`config.mk`:
```
export PLATFORM = sky130hd
export DESIGN_NAME = high_side_switch_pwm_control
export DESIGN_NICKNAME = d
export VERILOG_FILES = /design/src/design/hs_pkg.sv /design/src/design/pwm_gen.sv /design/src/design/high_side_switch_pwm_control.sv
export VERILOG_INCLUDE_DIRS = /design/src /design/src/design
export SDC_FILE = /design/constraint.sdc
export NUM_CORES = 1
export LEC_CHECK = 0
export BUFFER_PORTS_ARGS = -buffer_cell sky130_fd_sc_hd__buf_2
export CELL_PAD_IN_SITES_DETAIL_PLACEMENT = 2
export CELL_PAD_IN_SITES_GLOBAL_PLACEMENT = 2
export CORE_ASPECT_RATIO = 0.7
export CORE_UTILIZATION = 36
export DETAILED_ROUTE_END_ITERATION = 16
export PLACE_DENSITY_LB_ADDON = 0.1
export SETUP_SLACK_MARGIN = 0.1
export SLEW_MARGIN = 20
export SYNTH_ARGS = -nofsm -noshare
export SYNTH_HDL_FRONTEND = slang
export SYNTH_SLANG_ARGS = --single-unit
```
`constraint.sdc`:
```
create_clock -name clk_i -period 2 [get_ports clk_i]
set_input_delay 0.3 -clock clk_i [delete_from_list [all_inputs] [get_ports clk_i]]
set_output_delay 0.3 -clock clk_i [all_outputs]
set_load 0.05 [all_outputs]
```
`src/design/hs_defines.svh`:
```
// Offsets-free constants: config codes, timing figures and derived counts
`ifndef HS_DEFINES_SVH
`define HS_DEFINES_SVH

// Per-output source configuration codes
`define CFG_OFF         3'h0
`define CFG_ON          3'h1
`define CFG_TIMER1      3'h2
`define CFG_TIMER2      3'h3
`define CFG_PWM1        3'h4
`define CFG_PWM2        3'h5

// Period select codes per generator
`define PER_200HZ       1'h0
`define PER_400HZ       1'h1

// Clock and timing figures
`define CLK_PERIOD_NS   10
`define PWM_STEPS       256
`define PWM_200_PER_US  5000
`define PWM_400_PER_US  2500
`define OL_FILT_US      64
`define OC_FILT_US      16

// Derived cycle counts
`define PWM_200_STEP_CYC ((`PWM_200_PER_US * 1000) / (`CLK_PERIOD_NS * `PWM_STEPS))
`define PWM_400_STEP_CYC ((`PWM_400_PER_US * 1000) / (`CLK_PERIOD_NS * `PWM_STEPS))
`define OL_FILT_CYC      ((`OL_FILT_US * 1000) / `CLK_PERIOD_NS)
`define OC_FILT_CYC      ((`OC_FILT_US * 1000) / `CLK_PERIOD_NS)

`endif

```
`src/design/hs_pkg.sv`:
```
// Types shared by the high-side switch control and its PWM generator
package hs_pkg;

    // Operating mode of the surrounding chip
    typedef enum logic [2:0] {
        MODE_NORMAL,
        MODE_STOP,
        MODE_SLEEP,
        MODE_RESTART,
        MODE_FAILSAFE
    } sbc_mode_t;

    // Source configuration write, one strobe per output
    typedef struct packed {
        logic [3:0] we;
        logic [2:0] val;
    } cfg_wr_t;

    // Duty and period writes for the two generators
    typedef struct packed {
        logic [1:0] duty_we;
        logic [7:0] duty;
        logic       per_we;
        logic [1:0] per;
    } pwm_wr_t;

    // Analog comparator results per output
    typedef struct packed {
        logic [3:0] under_ol;
        logic [3:0] over_oc;
    } sense_t;

    // PWM generator state
    typedef struct packed {
        logic [15:0] pre;
        logic [7:0]  step;
        logic        out;
    } pwm_state_t;

    // Main control state
    typedef struct packed {
        logic [3:0][2:0]  cfg;
        logic [1:0][7:0]  duty;
        logic [1:0]       per;
        logic [3:0]       ol_flag;
        logic [3:0]       oc_flag;
        logic [3:0][15:0] ol_cnt;
        logic [3:0][15:0] oc_cnt;
        logic [3:0]       hs_on;
        logic [3:0]       oc_evt;
    } hs_state_t;

endpackage

```
`src/design/pwm_gen.sv`:
```
// One 8-bit PWM generator with 256 steps per period
`timescale 1ns/1ps
`default_nettype none
`include "hs_defines.svh"

module pwm_gen #(
    parameter logic [15:0] STEP_200 = 16'(`PWM_200_STEP_CYC),
    parameter logic [15:0] STEP_400 = 16'(`PWM_400_STEP_CYC)
) (
    input  wire logic       clk_i,
    input  wire logic       nrst_i,
    input  wire logic [7:0] duty_i,
    input  wire logic       per_sel_i,
    output logic            pwm_o
);
    import hs_pkg::*;

    pwm_state_t s_q;
    pwm_state_t s_d;
    logic [15:0] lim;

    // Prescaler and step counter, output high below duty
    always_comb begin
        s_d = s_q;
        lim = (per_sel_i == `PER_400HZ) ? STEP_400 : STEP_200;
        if (s_q.pre >= lim - 16'h0001) begin
            s_d.pre  = 16'h0000;
            s_d.step = s_q.step + 8'h01;
        end else begin
            s_d.pre = s_q.pre + 16'h0001;
        end
        s_d.out = (s_q.step < duty_i);
    end

    // State register
    always_ff @(posedge clk_i or negedge nrst_i) begin
        if (!nrst_i) begin
            s_q <= '0;
        end else begin
            s_q <= s_d;
        end
    end

    assign pwm_o = s_q.out;
endmodule
`default_nettype wire

```
`src/design/high_side_switch_pwm_control.sv`:
```
// Control of four high-side outputs: sources, PWM, filters and mode handling
`timescale 1ns/1ps
`default_nettype none
`include "hs_defines.svh"

module high_side_switch_pwm_control #(
    parameter logic [15:0] OL_FILT_CYC = 16'(`OL_FILT_CYC),
    parameter logic [15:0] OC_FILT_CYC = 16'(`OC_FILT_CYC),
    parameter logic [15:0] STEP_200    = 16'(`PWM_200_STEP_CYC),
    parameter logic [15:0] STEP_400    = 16'(`PWM_400_STEP_CYC)
) (
    input  wire logic             clk_i,
    input  wire logic             nrst_i,
    input  wire hs_pkg::sbc_mode_t mode_i,
    input  wire hs_pkg::cfg_wr_t  cfg_wr_i,
    input  wire hs_pkg::pwm_wr_t  pwm_wr_i,
    input  wire hs_pkg::sense_t   sense_i,
    input  wire logic             supply_off_i,
    input  wire logic             timer1_i,
    input  wire logic             timer2_i,
    input  wire logic [3:0]       ol_clear_i,
    input  wire logic [3:0]       oc_clear_i,
    output logic [3:0]            hs_on_o,
    output logic [3:0]            open_load_status_reg_o,
    output logic [3:0]            oc_flag_o,
    output logic [3:0]            oc_shutdown_o,
    output logic [3:0][2:0]       cfg_o,
    output logic [1:0]            pwm_o
);
    import hs_pkg::*;

    hs_state_t  s_q;
    hs_state_t  s_d;
    logic [1:0] pwm;
    logic       run;
    logic       cfg_ok;
    logic       src;
    logic       ol_cond;
    logic       oc_cond;

    // Two generators, each with its own duty and period
    for (genvar g = 0; g < 2; g++) begin : g_pwm
        pwm_gen #(
            .STEP_200 (STEP_200),
            .STEP_400 (STEP_400)
        ) u_pwm (
            .clk_i     (clk_i),
            .nrst_i    (nrst_i),
            .duty_i    (s_q.duty[g]),
            .per_sel_i (s_q.per[g]),
            .pwm_o     (pwm[g])
        );
    end

    // Configuration, filters, flags and output drive
    always_comb begin
        s_d        = s_q;
        s_d.oc_evt = '0;
        src        = 1'b0;
        ol_cond    = 1'b0;
        oc_cond    = 1'b0;
        run        = (mode_i == MODE_NORMAL) || (mode_i == MODE_STOP)
                     || (mode_i == MODE_SLEEP);
        cfg_ok     = (mode_i == MODE_NORMAL);
        if (cfg_ok) begin
            for (int g = 0; g < 2; g++) begin
                if (pwm_wr_i.duty_we[g]) begin
                    s_d.duty[g] = pwm_wr_i.duty;
                end
            end
            if (pwm_wr_i.per_we) begin
                s_d.per = pwm_wr_i.per;
            end
        end
        for (int i = 0; i < 4; i++) begin
            // Writes only in normal mode; low-power keeps the setting
            if (cfg_ok && cfg_wr_i.we[i]) begin
                s_d.cfg[i] = cfg_wr_i.val;
            end
            // Open-load filter, runs in every active mode
            ol_cond = s_q.hs_on[i] && sense_i.under_ol[i];
            if (!ol_cond) begin
                s_d.ol_cnt[i] = 16'h0000;
            end else if (s_q.ol_cnt[i] != OL_FILT_CYC - 16'h0001) begin
                s_d.ol_cnt[i] = s_q.ol_cnt[i] + 16'h0001;
            end
            if (ol_clear_i[i]) begin
                s_d.ol_flag[i] = 1'b0;
            end
            if (ol_cond && s_q.ol_cnt[i] == OL_FILT_CYC - 16'h0001) begin
                s_d.ol_flag[i] = 1'b1;
            end
            // Overcurrent filter and shutdown
            oc_cond = s_q.hs_on[i] && sense_i.over_oc[i];
            if (!oc_cond) begin
                s_d.oc_cnt[i] = 16'h0000;
            end else if (s_q.oc_cnt[i] != OC_FILT_CYC - 16'h0001) begin
                s_d.oc_cnt[i] = s_q.oc_cnt[i] + 16'h0001;
            end
            if (oc_clear_i[i]) begin
                s_d.oc_flag[i] = 1'b0;
            end
            if (oc_cond && s_q.oc_cnt[i] == OC_FILT_CYC - 16'h0001) begin
                s_d.oc_flag[i] = 1'b1;
                s_d.oc_evt[i]  = 1'b1;
                s_d.cfg[i]     = `CFG_OFF;
            end
            // Restart and fail-safe drop every configuration
            if (!run) begin
                s_d.cfg[i] = `CFG_OFF;
            end
            // Source selection from the new configuration
            case (s_d.cfg[i])
                `CFG_ON:     src = 1'b1;
                `CFG_TIMER1: src = timer1_i;
                `CFG_TIMER2: src = timer2_i;
                `CFG_PWM1:   src = pwm[0];
                `CFG_PWM2:   src = pwm[1];
                default:     src = 1'b0;
            endcase
            s_d.hs_on[i] = run && !supply_off_i && src;
        end
    end

    // State register
    always_ff @(posedge clk_i or negedge nrst_i) begin
        if (!nrst_i) begin
            s_q <= '0;
        end else begin
            s_q <= s_d;
        end
    end

    // Outputs straight from the state register
    assign hs_on_o                = s_q.hs_on;
    assign open_load_status_reg_o = s_q.ol_flag;
    assign oc_flag_o              = s_q.oc_flag;
    assign oc_shutdown_o          = s_q.oc_evt;
    assign cfg_o                  = s_q.cfg;
    assign pwm_o                  = pwm;

    // Per-output checks
    for (genvar i = 0; i < 4; i++) begin : g_chk

    end
endmodule
`default_nettype wire

```
## Word level (Yosys, flattened, before mapping)

Cells that the tools add are included.

| storage, ports and cells | value |
|---|---|
| bits in writable memories | 0 |
| memory bits (read-only) | 0 |
| register bits | 224 |
| word-level logic and storage cells | 191 |
| memories | 0 |
| bits of input ports | 44 |
| output and inout port bits | 30 |
| bits in latches | 0 |

| operators by class | value |
|---|---|
| magnitude comparators | 4 |
| bitwise logic cells | 0 |
| $add $sub $neg | 14 |
| shifts and indexed selects | 0 |
| mux-type cells | 56 |
| div/mod/pow operators | 0 |
| $mul | 0 |
| reduce and logical (&&, ||, !) cells | 40 |
| equality and inequality tests | 46 |

Operators by type and width:

| kind | number |
|---|---|
| two-way mux 16 bit | 18 |
| adder 16 x 1 -> 16 bit (second input constant) | 10 |
| == test 16 x 11 -> 1 bit (second input constant) | 4 |
| == test 16 x 13 -> 1 bit (second input constant) | 4 |
| inequality test 16 x 11 -> 1 bit (second input constant) | 4 |
| inequality test 16 x 13 -> 1 bit (second input constant) | 4 |
| two-way mux 3 bit | 12 |
| greater-or-equal comparator 16 bit | 2 |
| subtractor 16 x 1 -> 16 bit (second input constant) | 2 |
| == test 3 x 2 -> 1 bit (second input constant) | 9 |
| logical AND 1 bit | 25 |
| == test 3 bit (second input constant) | 8 |
| two-way mux 11 bit | 2 |
| two-way mux 1 bit | 20 |
| one-hot mux 1 bit (5 select lines) | 4 |
| adder 8 x 1 -> 8 bit (second input constant) | 2 |
| less-than comparator 8 bit | 2 |
| inequality test 2 x 1 -> 1 bit (second input constant) | 8 |
| nonzero test 2 bit | 8 |
| == test 3 x 1 -> 1 bit (second input constant) | 5 |
| AND reduction 2 bit | 3 |
| zero test 3 bit | 1 |
| logical OR 1 bit | 2 |
| zero test 1 bit | 1 |

## Longest topological paths before layout

Gate-level depths: netlist (run 1).

| depth | value |
|---|---|
| word-level depth | 8 |
| depth in mapped cells | 8 |
| gate-level depth less buffers | 7 |

## Cells and area by module

From an unflattened synthesis (run 1), not the netlist that was laid out.

| second synthesis, totals | value |
|---|---|
| cells, all modules | 1173 |
| area total of the unflattened synthesis | 11768.8 sq um |

Modules (own cells, without submodules):

| module | cells each | times used | area each (sq um) | sequential area each (sq um) |
|---|---|---|---|---|
| high_side_switch_pwm_control | 917 | 1 | 8948.6 | 4354.2 |
| pwm_gen | 128 | 2 | 1410.1 | 625.6 |

## Worst setup path after synthesis (run 1)

Ideal clock, no wire load.

| timing path | value |
|---|---|
| path kind | flip-flop to flip-flop |
| from | register s_q[112] (netlist bit) |
| to | register s_q[107] (netlist bit) |
| clock period less this slack | 1.998 ns |
| cell stages (with the launch flop) | 7 |
| arrival | 1.866 ns |
| path slack | 0.002 ns |
| library setup time | 0.132 ns |
| path buffers | 1 |
| data required time | 1.868 ns |
| cell sequence | dfrtp_1 or4_1 or4_1 buf_6 nand4_2 xor2_1 nor2_1 |

| between the ends | value |
|---|---|
| cells in the longest elaborated chain, start to end | 2 |

RTL lines:

| item | line | RTL |
|---|---|---|
| start: declaration | high_side_switch_pwm_control.sv:32 | `hs_state_t s_q;` |
| start signal: assignment | high_side_switch_pwm_control.sv:128 | `s_q <= '0;` |
| start signal: assignment | high_side_switch_pwm_control.sv:130 | `s_q <= s_d;` |
| inequality test 16 x 13 -> 1 bit | high_side_switch_pwm_control.sv:84 | `end else if (s_q.ol_cnt[i] != OL_FILT_CYC - 16'h0001) begin` |
| inequality test 2 x 1 -> 1 bit (no source line) | n/a |  |

No other way between the ends.
A chain may end at the register's enable or synchronous reset.

## Worst setup path in the final report (run 1)

| timing path | value |
|---|---|
| from | register s_q[145] (netlist bit) |
| to | register g_pwm[1].u_pwm.s_q[1] (netlist bit) |

| between the ends | value |
|---|---|
| cells in the longest elaborated chain, start to end | 3 |

RTL lines:

| item | line | RTL |
|---|---|---|
| two-way mux 11 bit | pwm_gen.sv:25 | `` lim = (per_sel_i == `PER_400HZ) ? STEP_400 : STEP_200; `` |
| subtractor 16 x 1 -> 16 bit | pwm_gen.sv:26 | `if (s_q.pre >= lim - 16'h0001) begin` |
| greater-or-equal comparator 16 bit | pwm_gen.sv:26 |  |
| end signal: assignment | pwm_gen.sv:38 | `s_q <= '0;` |
| end signal: assignment | pwm_gen.sv:40 | `s_q <= s_d;` |
| end: declaration | pwm_gen.sv:18 | `pwm_state_t s_q;` |

No other way between the ends.

==> results.md, run 1 <==
* Hold Path Class: primary input to register
* Post-route cell area at 0.0146 mm2
* Synth Instances at 1,158
* R2r setup slk at -0.05 ns
* Drt pass-1 iters at 4
* Max Transition Viols Final at 0
* Total die area at 0.0323 mm2
* H-tree depth at 1
* First-pass GRT wire length at 53,700 um
* Fin util at 47.0%
* Slowest CP cell: or4_4
* Detailed router's first-iteration violation count at 397
* HPWL after detailed placement at 23,300 um
* Wirelength per Cell at 18.8 um
* Cell area after synthesis at 0.0114 mm2
* Worst path setup slack after routing at -0.0456 ns
* Max-cap violations at 0
* Clock Latency Late Sink at 0.54 ns
* Vias in the first global route at 9,987
* Die Ht at 151 um
* Clk root buf: clkbuf_16
* Fillers at 3,279
* Reg2reg path depth at 7
* WHS Endpoint: cfg_o[1]$_DFF_PN0_
* Leading cell type in the layout, fill and taps excluded: dfrtp_1
* Clock slew at reported path FFs at 0.06 ns
* Final setup vio count at 7
* # DRC at 0
* CP peak stage delay at 0.49 ns
* CTS tree: done
* Flops & latches, synth at 224
* Reg-to-reg endpoint: g_pwm[1].u_pwm.s_q[1]$_DFFE_PN0N_
* Buf+Inv Stages, Crit Path at 2
* Placer Congestion at 0.782
* Vias at 9,241
* Via-to-Cell Ratio at 5.19
* Setup Skew at 0.00885 ns
* IO Pins at 74
* Hold path start: mode_i[2]
* Ys Warns at 0
* Area of placed instances at 0.0127 mm2
* R2r startpoint: s_q[145]$_DFFE_PN0P_
* Worst setup EP type: register
* Core Rows at 54
* Hold Fails Final Rpt at 0
* Sequential cell area at 0.00561 mm2
* Crit path max-delay family: simple AND/OR/NAND/NOR gates
* Worst-path maximum fanout at 5
* Die Span X at 214 um
* Largest net degree at the start of global routing at 60
* Bufs on Longest Clock Path at 3
* GRT overflow at 0
* Sequential area share after synthesis at 49.3%
* Dominant cells by area after synthesis: dfrtp_1 49%, xor2_1 5.7%, nor2_1 5.0%, ha_1 4.4%, xnor2_1 3.5%
* Fmax at 489 MHz
* Slew Limit Headroom at 44.3%
* Layout cells sized above 1 at 24.5%
* Leakage at 6.34 nW
* Post-route ant nets at 0
* RSZ-0062 raised after global routing: true
* Most frequent cells in the layout: 222 x dfrtp_1, 125 x nor2_1, 93 x buf_4
* I/O Buffers at 73
* CTS Buf Count at 26
* CP required at 2.41 ns
* Syn-to-layout area delta at 28.5%
* Clk sinks at 224
* Final worst-path cycle share at 102%
* Synth cell types at 58
* Layout Nets at 1,428
* Initial Utilization at 36.6%
* Setup CP Type: register to register
* CP dominant cell by count: buf_6
* Worst EP arrival at 2.46 ns
* Top FF cell, synth: dfrtp_1
* Initial antenna violation count at 3
* Worst hold path depth at 2
* Post-Syn Area per Cell at 9.82 um2
* Floorplan core area at 0.0311 mm2
* Total Routed Length at 33,500 um
* Synth top area share at 49.3%
* Failing checks: negative setup slack
* Number of synthesized flops with an enable pin at 0
* Worst IR Drop VDD at 0.620 mV
* Total global-route track usage at 20.7%
* Worst Tran Pin Value at 0.829 ns
* PwrDens at 779 mW/mm2
* Minimum clock period at 2.05 ns
* Largest area contributor in the netlist: dfrtp_1
* Post-synth ARST share at 100%
* Startpoint Class: register
* Area taken by multi-input logic gates at 0.00595 mm2
* CP Cell Sequence: ha_4 -> or4_4 -> nor3_4 -> buf_6 -> nand3_4 -> buf_6 -> xor2_1
* Outcome: finished, violations left
-- registers in the layout, summed over array words and instances, names as in the netlist --
register and cells:
cfg_o 12, g_pwm.u_pwm.pwm_o 2, g_pwm.u_pwm.s_q 48, hs_on_o 4, oc_flag_o 4, oc_shutdown_o 4
open_load_status_reg_o 4, s_q 146
-- logic make-up after synthesis --
group | share of synthesized area [%]
DFF | 49.3
buffers and inverters | 4.27
AOI/OAI and AO/OA | 7.97
adders and majority gates | 4.40
xor gates and xnor gates | 9.17
muxes | 2.19
other | 0.0330
and+or+nand+nor | 22.7
-- stage by stage --
step / std cells / setup slack [ns] / total power [mW] / setup TNS, ns / hold WS [ns]
4_1_cts: 1770 / -0.0416 / 11.5 / -0.119 / 0.0111
6_report: 1782 / -0.0456 / 11.4 / -0.189 / 0.0286
3_5_place_dp: 1696 / -0.113 / 6.63 / -0.544 / 0.298
3_3_place_gp: 1696 / -0.0663 / 6.53 / -0.158 / 0.293
2_1_floorplan: 1165 / 0.0617 / 6.00 / 0 / 0.00441
5_1_grt: 1781 / -0.121 / 12.0 / -0.882 / 0.0232
-- routing by layer --
| layer | track usage [%] | vias up | part of all wire (%) |
|---|---|---|---|
| met1 | 29.3 | 4679 | 50 |
| met4 | 5.00 | 0 | 2.2 |
| met5 | 0 | - | 0 |
| met3 | 3.23 | 45 | 2.5 |
| li1 | - | 4427 | - |
| met2 | 33.1 | 90 | 45 |
-- synthesized netlist by cell type, drive strengths merged (5+ instances only) --
master	n
xnor2	45
nor3	44
nand3	75
dfrtp	224
nor3b	5
clkbuf	21
mux2i	17
a211oi	9
nand2	85
ha	40
o211ai	9
and2	12
a21oi	29
o22ai	6
and4	14
and3	27
o21ai	42
nand4	36
or4	13
or2	5
xor2	74
inv	43
or3	7
nor2	151
a31oi	26
buf	33
nor4	11
a21o	5
mux2	7
-- power breakdown --
part	leakage, nW	switching (mW)	total [mW]	internal, mW
Clock	0.402	1.89	4.61	2.72
Sequential	3.04	0.346	5.16	4.81
Combinational	2.90	0.906	1.62	0.710
-- layout make-up --
class	instances	area share, %
Tap cell	420	3.60
Clock inverter	2	0.0685
Clock buffer	43	5.51
Timing Repair Buffer	205	10.6
Sequential cell	224	38.4
Multi-Input combinational cell	844	40.7
Antenna cell	1	0.0171
Inverter	43	1.10
-- how the worst max path moves through the flow --
stage                               startpoint  slack, ns                                 to  cells after the start
after detailed placement  s_q[114]$_DFFE_PN0N_      -0.11               s_q[111]$_DFFE_PN0N_                      6
after CTS                 s_q[119]$_DFFE_PN0N_      -0.04               s_q[111]$_DFFE_PN0N_                      6
after global routing      s_q[145]$_DFFE_PN0P_      -0.12  g_pwm[1].u_pwm.s_q[1]$_DFFE_PN0N_                      7
after floorplan           s_q[114]$_DFFE_PN0N_       0.06               s_q[107]$_DFFE_PN0N_                      6
final                     s_q[145]$_DFFE_PN0P_      -0.05  g_pwm[1].u_pwm.s_q[1]$_DFFE_PN0N_                      7
after global placement               mode_i[1]      -0.07               hs_on_o[1]$_DFF_PN0_                      7
-- timing repair --
item                                    CTS  global route
hold buffers                             16             0
gates cloned                              2             0
pin swaps                                23            34
setup buffers                            11            11
endpoints found under the hold margin    70             0
resized for setup                        63            88
endpoints found under the setup margin   62           103
Note: power is estimated with default switching activity, not from simulation.
==> inputs of run 2 (changes only) <==
--- a/config.mk
+++ b/config.mk
@@ -13,7 +13,6 @@
 export CORE_UTILIZATION = 36
 export DETAILED_ROUTE_END_ITERATION = 16
 export PLACE_DENSITY_LB_ADDON = 0.1
-export SETUP_SLACK_MARGIN = 0.1
 export SLEW_MARGIN = 20
 export SYNTH_ARGS = -nofsm -noshare
 export SYNTH_HDL_FRONTEND = slang
==> run 2 against run 1 <==
  * The flow still finishes with violations (negative setup slack)
  * Wire length fell by 2.6%
  * Fmax down 0.68%
  * Final area down 5.0%
  * Worst setup slack got worse by 0.014 ns
  * Cell count decreased by 0.95%
  * Clock-buffer cell count is 5 lower
  * Register-to-register slack hardly changed
  * First-iteration DRC count down 12%
  * Non-clock buffer count down 17
  * Clock power is 2% lower
  * Sequential share of layout area up 2.0 points
==> results.md, run 2 (same netlist as run 1, synthesis figures left out) <==
* Outcome: finished, violations left
* Failing checks: negative setup slack
* Total die area at 0.0323 mm2 (unchanged)
* Leakage at 6.20 nW (-2.3%)
* GRT overflow at 0 (unchanged)
* Combinational power share at 12.9% (-1.3 points)
* Detailed router's first-iteration violation count at 348 (-12%)
* Minimum clock period at 2.06 ns (+0.0139 ns)
* HPWL after detailed placement at 23,400 um (+0.18%)
* Vias at 9,200 (-0.44%)
* Dpl cells at 1,697 (+0.059%)
* IO Pins at 74 (unchanged)
* Final setup vio count at 2 (-5)
* Fillers at 3,338 (+1.8%)
* Clock power frac at 40.8% (+0.3 points)
* Clock Latency Late Sink at 0.53 ns (about the same)
* Core Rows at 54 (unchanged)
* Number of flip-flops in the largest register at 146 (unchanged)
* Worst EP arrival at 2.45 ns (about the same)
* Hold Path Class: primary input to register
* Wirelength per Cell at 18.5 um (-1.6%)
* Vias in the first global route at 10,100 (+1.4%)
* Area taken by multi-input logic gates at 0.00547 mm2 (-8.0%)
* H-tree depth at 1 (unchanged)
* Total global-route track usage at 20.5% (-0.14 points)
* Bufs on Longest Clock Path at 3 (unchanged)
* Buf+Inv Stages, Crit Path at 0 (-2)
* PwrDens at 800 mW/mm2 (+2.7%)
* Via-to-Cell Ratio at 5.21 (+0.52%)
* Leading cell type in the layout, fill and taps excluded: dfrtp_1
* CP dominant cell by count: or4_4
* CP Cell Sequence: or4_4 -> or4_4 -> nand2_2 -> xor2_1 -> nor2_1
* Reg power frac at 46.3% (+1.0 points)
* RSZ-0062 raised after global routing: true
* R2r startpoint: s_q[114]$_DFFE_PN0N_
* Hold path start: oc_clear_i[0]
* Layout cells sized above 1 at 19.6% (-4.9 points)
* Post-route ant nets at 0 (unchanged)
* GR Layer Usage met1 at 27.3% (-1.9 points)
* Worst path setup slack after routing at -0.0596 ns (-0.0139 ns)
* Hold Fails Final Rpt at 0 (unchanged)
* Fmax at 486 MHz (-0.68%)
* Most frequent cells in the layout: 222 x dfrtp_1, 150 x nor2_1, 96 x buf_4
* Total Routed Length at 32,600 um (-2.6%)
* Layout Nets at 1,410 (-1.3%)
* CTS tree: done
* Met2 usage at 35.2% (+2.0 points)
* Top Usage Layer GRT: met2
* Worst IR Drop VDD at 0.482 mV (-22%)
* Die Ht at 151 um (unchanged)
* Crit path max-delay family: simple AND/OR/NAND/NOR gates
* Largest net degree at the start of global routing at 46 (-23%)
* Max-cap violations at 0 (unchanged)
* Initial Utilization at 36.6% (unchanged)
* Floorplan core area at 0.0311 mm2 (unchanged)
* Syn-to-layout area delta at 22.2%
* Worst Tran Pin Value at 0.562 ns (-0.267 ns)
* Worst-path maximum fanout at 6 (+1)
* Drt pass-1 iters at 4 (unchanged)
* Initial antenna violation count at 1 (-2)
* Sw frac at 27.6% (about the same)
* Startpoint Class: register
* Worst setup EP type: register
* # DRC at 0 (unchanged)
* Clock slew at reported path FFs at 0.06 ns (about the same)
* CTS Buf Count at 25 (-3.8%)
* Clk root buf: clkbuf_16
* Sw power at 3.07 mW (-2.4%)
* Placer Congestion at 0.779 (-0.40%)
* Setup CP Type: register to register
* First-pass GRT wire length at 54,000 um (+0.58%)
* CP peak stage delay at 0.63 ns (+0.14 ns)
* Max Transition Viols Final at 0 (unchanged)
* Clk sinks at 224 (unchanged)
* CP required at 2.39 ns (-0.02 ns)
* Total Negative Setup Slacks at -0.0759 ns (+0.113 ns)
* Power Internal at 8.04 mW (-2.4%)
* Post-Layout Cell Count at 1,765 (-0.95%)
* Slew Limit Headroom at 62.4% (+18 points)
* I/O Buffers at 73 (unchanged)
* GRT met3 Usage at 3.33% (+0.10 points)
* Final worst-path cycle share at 103% (+0.70 points)
* Sequential cell area at 0.00561 mm2 (unchanged)
* Die Span X at 214 um (unchanged)
* Slowest CP cell: or4_4
* Setup Skew at 0.00717 ns (-0.00168 ns)
* Reg with most FFs: s_q
* R2r setup slk at -0.06 ns (about the same)
* Crit path from: s_q[114]$_DFFE_PN0N_
-- run 2: what timing repair did --
action / in CTS / in global routing
hold buffers: 12 / 0
setup endpoints to repair: 34 / 64
resized for setup: 11 / 32
hold endpoints to repair: 53 / 0
pin swaps: 2 / 10
gates cloned: 0 / 0
buffers inserted: 0 / 10
-- run 2: through the flow --
stage               power (mW)  instance area, um2  setup slack [ns]  utilization (%)  hold WS, ns
floorplan                 6.00               11400           0.00176                -      0.00441
global placement          6.49               12700            -0.109             40.9        0.237
detailed placement        6.60               12700            -0.142             40.9        0.242
CTS                       11.3               13700           -0.0214             44.0      0.00299
global route              11.6               13900            -0.109             44.7       0.0295
finish                    11.1               13900           -0.0596             44.7       0.0249
-- run 2: final timing paths --
path                                            endpoint  depth (start not counted)
worst max-delay path                s_q[111]$_DFFE_PN0N_                          5
worst min-delay path            oc_flag_o[0]$_DFFE_PN0P_                          3
worst max register to register      s_q[111]$_DFFE_PN0N_                          5
worst min register to register  oc_flag_o[0]$_DFFE_PN0P_                          1
max in group asynchronous           s_q[111]$_DFFE_PN0N_                          3
min in group asynchronous            s_q[98]$_DFFE_PN0N_                          2
-- run 2: cell type report --
class,instances,area share [%]
Antenna cell,1,0.0180
Inverter,43,1.16
Clock buffer,38,5.22
Tap cell,420,3.78
Multi-Input combinational cell,844,39.4
Clock inverter,7,0.432
Timing Repair Buffer,188,9.60
Sequential cell,224,40.4
-- run 2: metal layers --
layer / vias up / share of wire (%)
met4: 0 / 2.2
met1: 4688 / 47
met2: 82 / 48
li1: 4380 / -
met3: 50 / 2.6
met5: - / 0
-- run 2: tightest hold or removal path: stages --
cell	delay [ns]
buf_2	0.09
inv_1	0.04
a21o_1	0.09
-- run 2: power groups by stage --
stage	clock [mW]	combinational [mW]	sequential, mW
6_report	4.53	1.44	5.14
5_1_grt	4.82	1.64	5.18
4_1_cts	4.70	1.43	5.14
3_5_place_dp	0	1.38	5.22
3_3_place_gp	0	1.28	5.21
2_1_floorplan	0	0.905	5.09
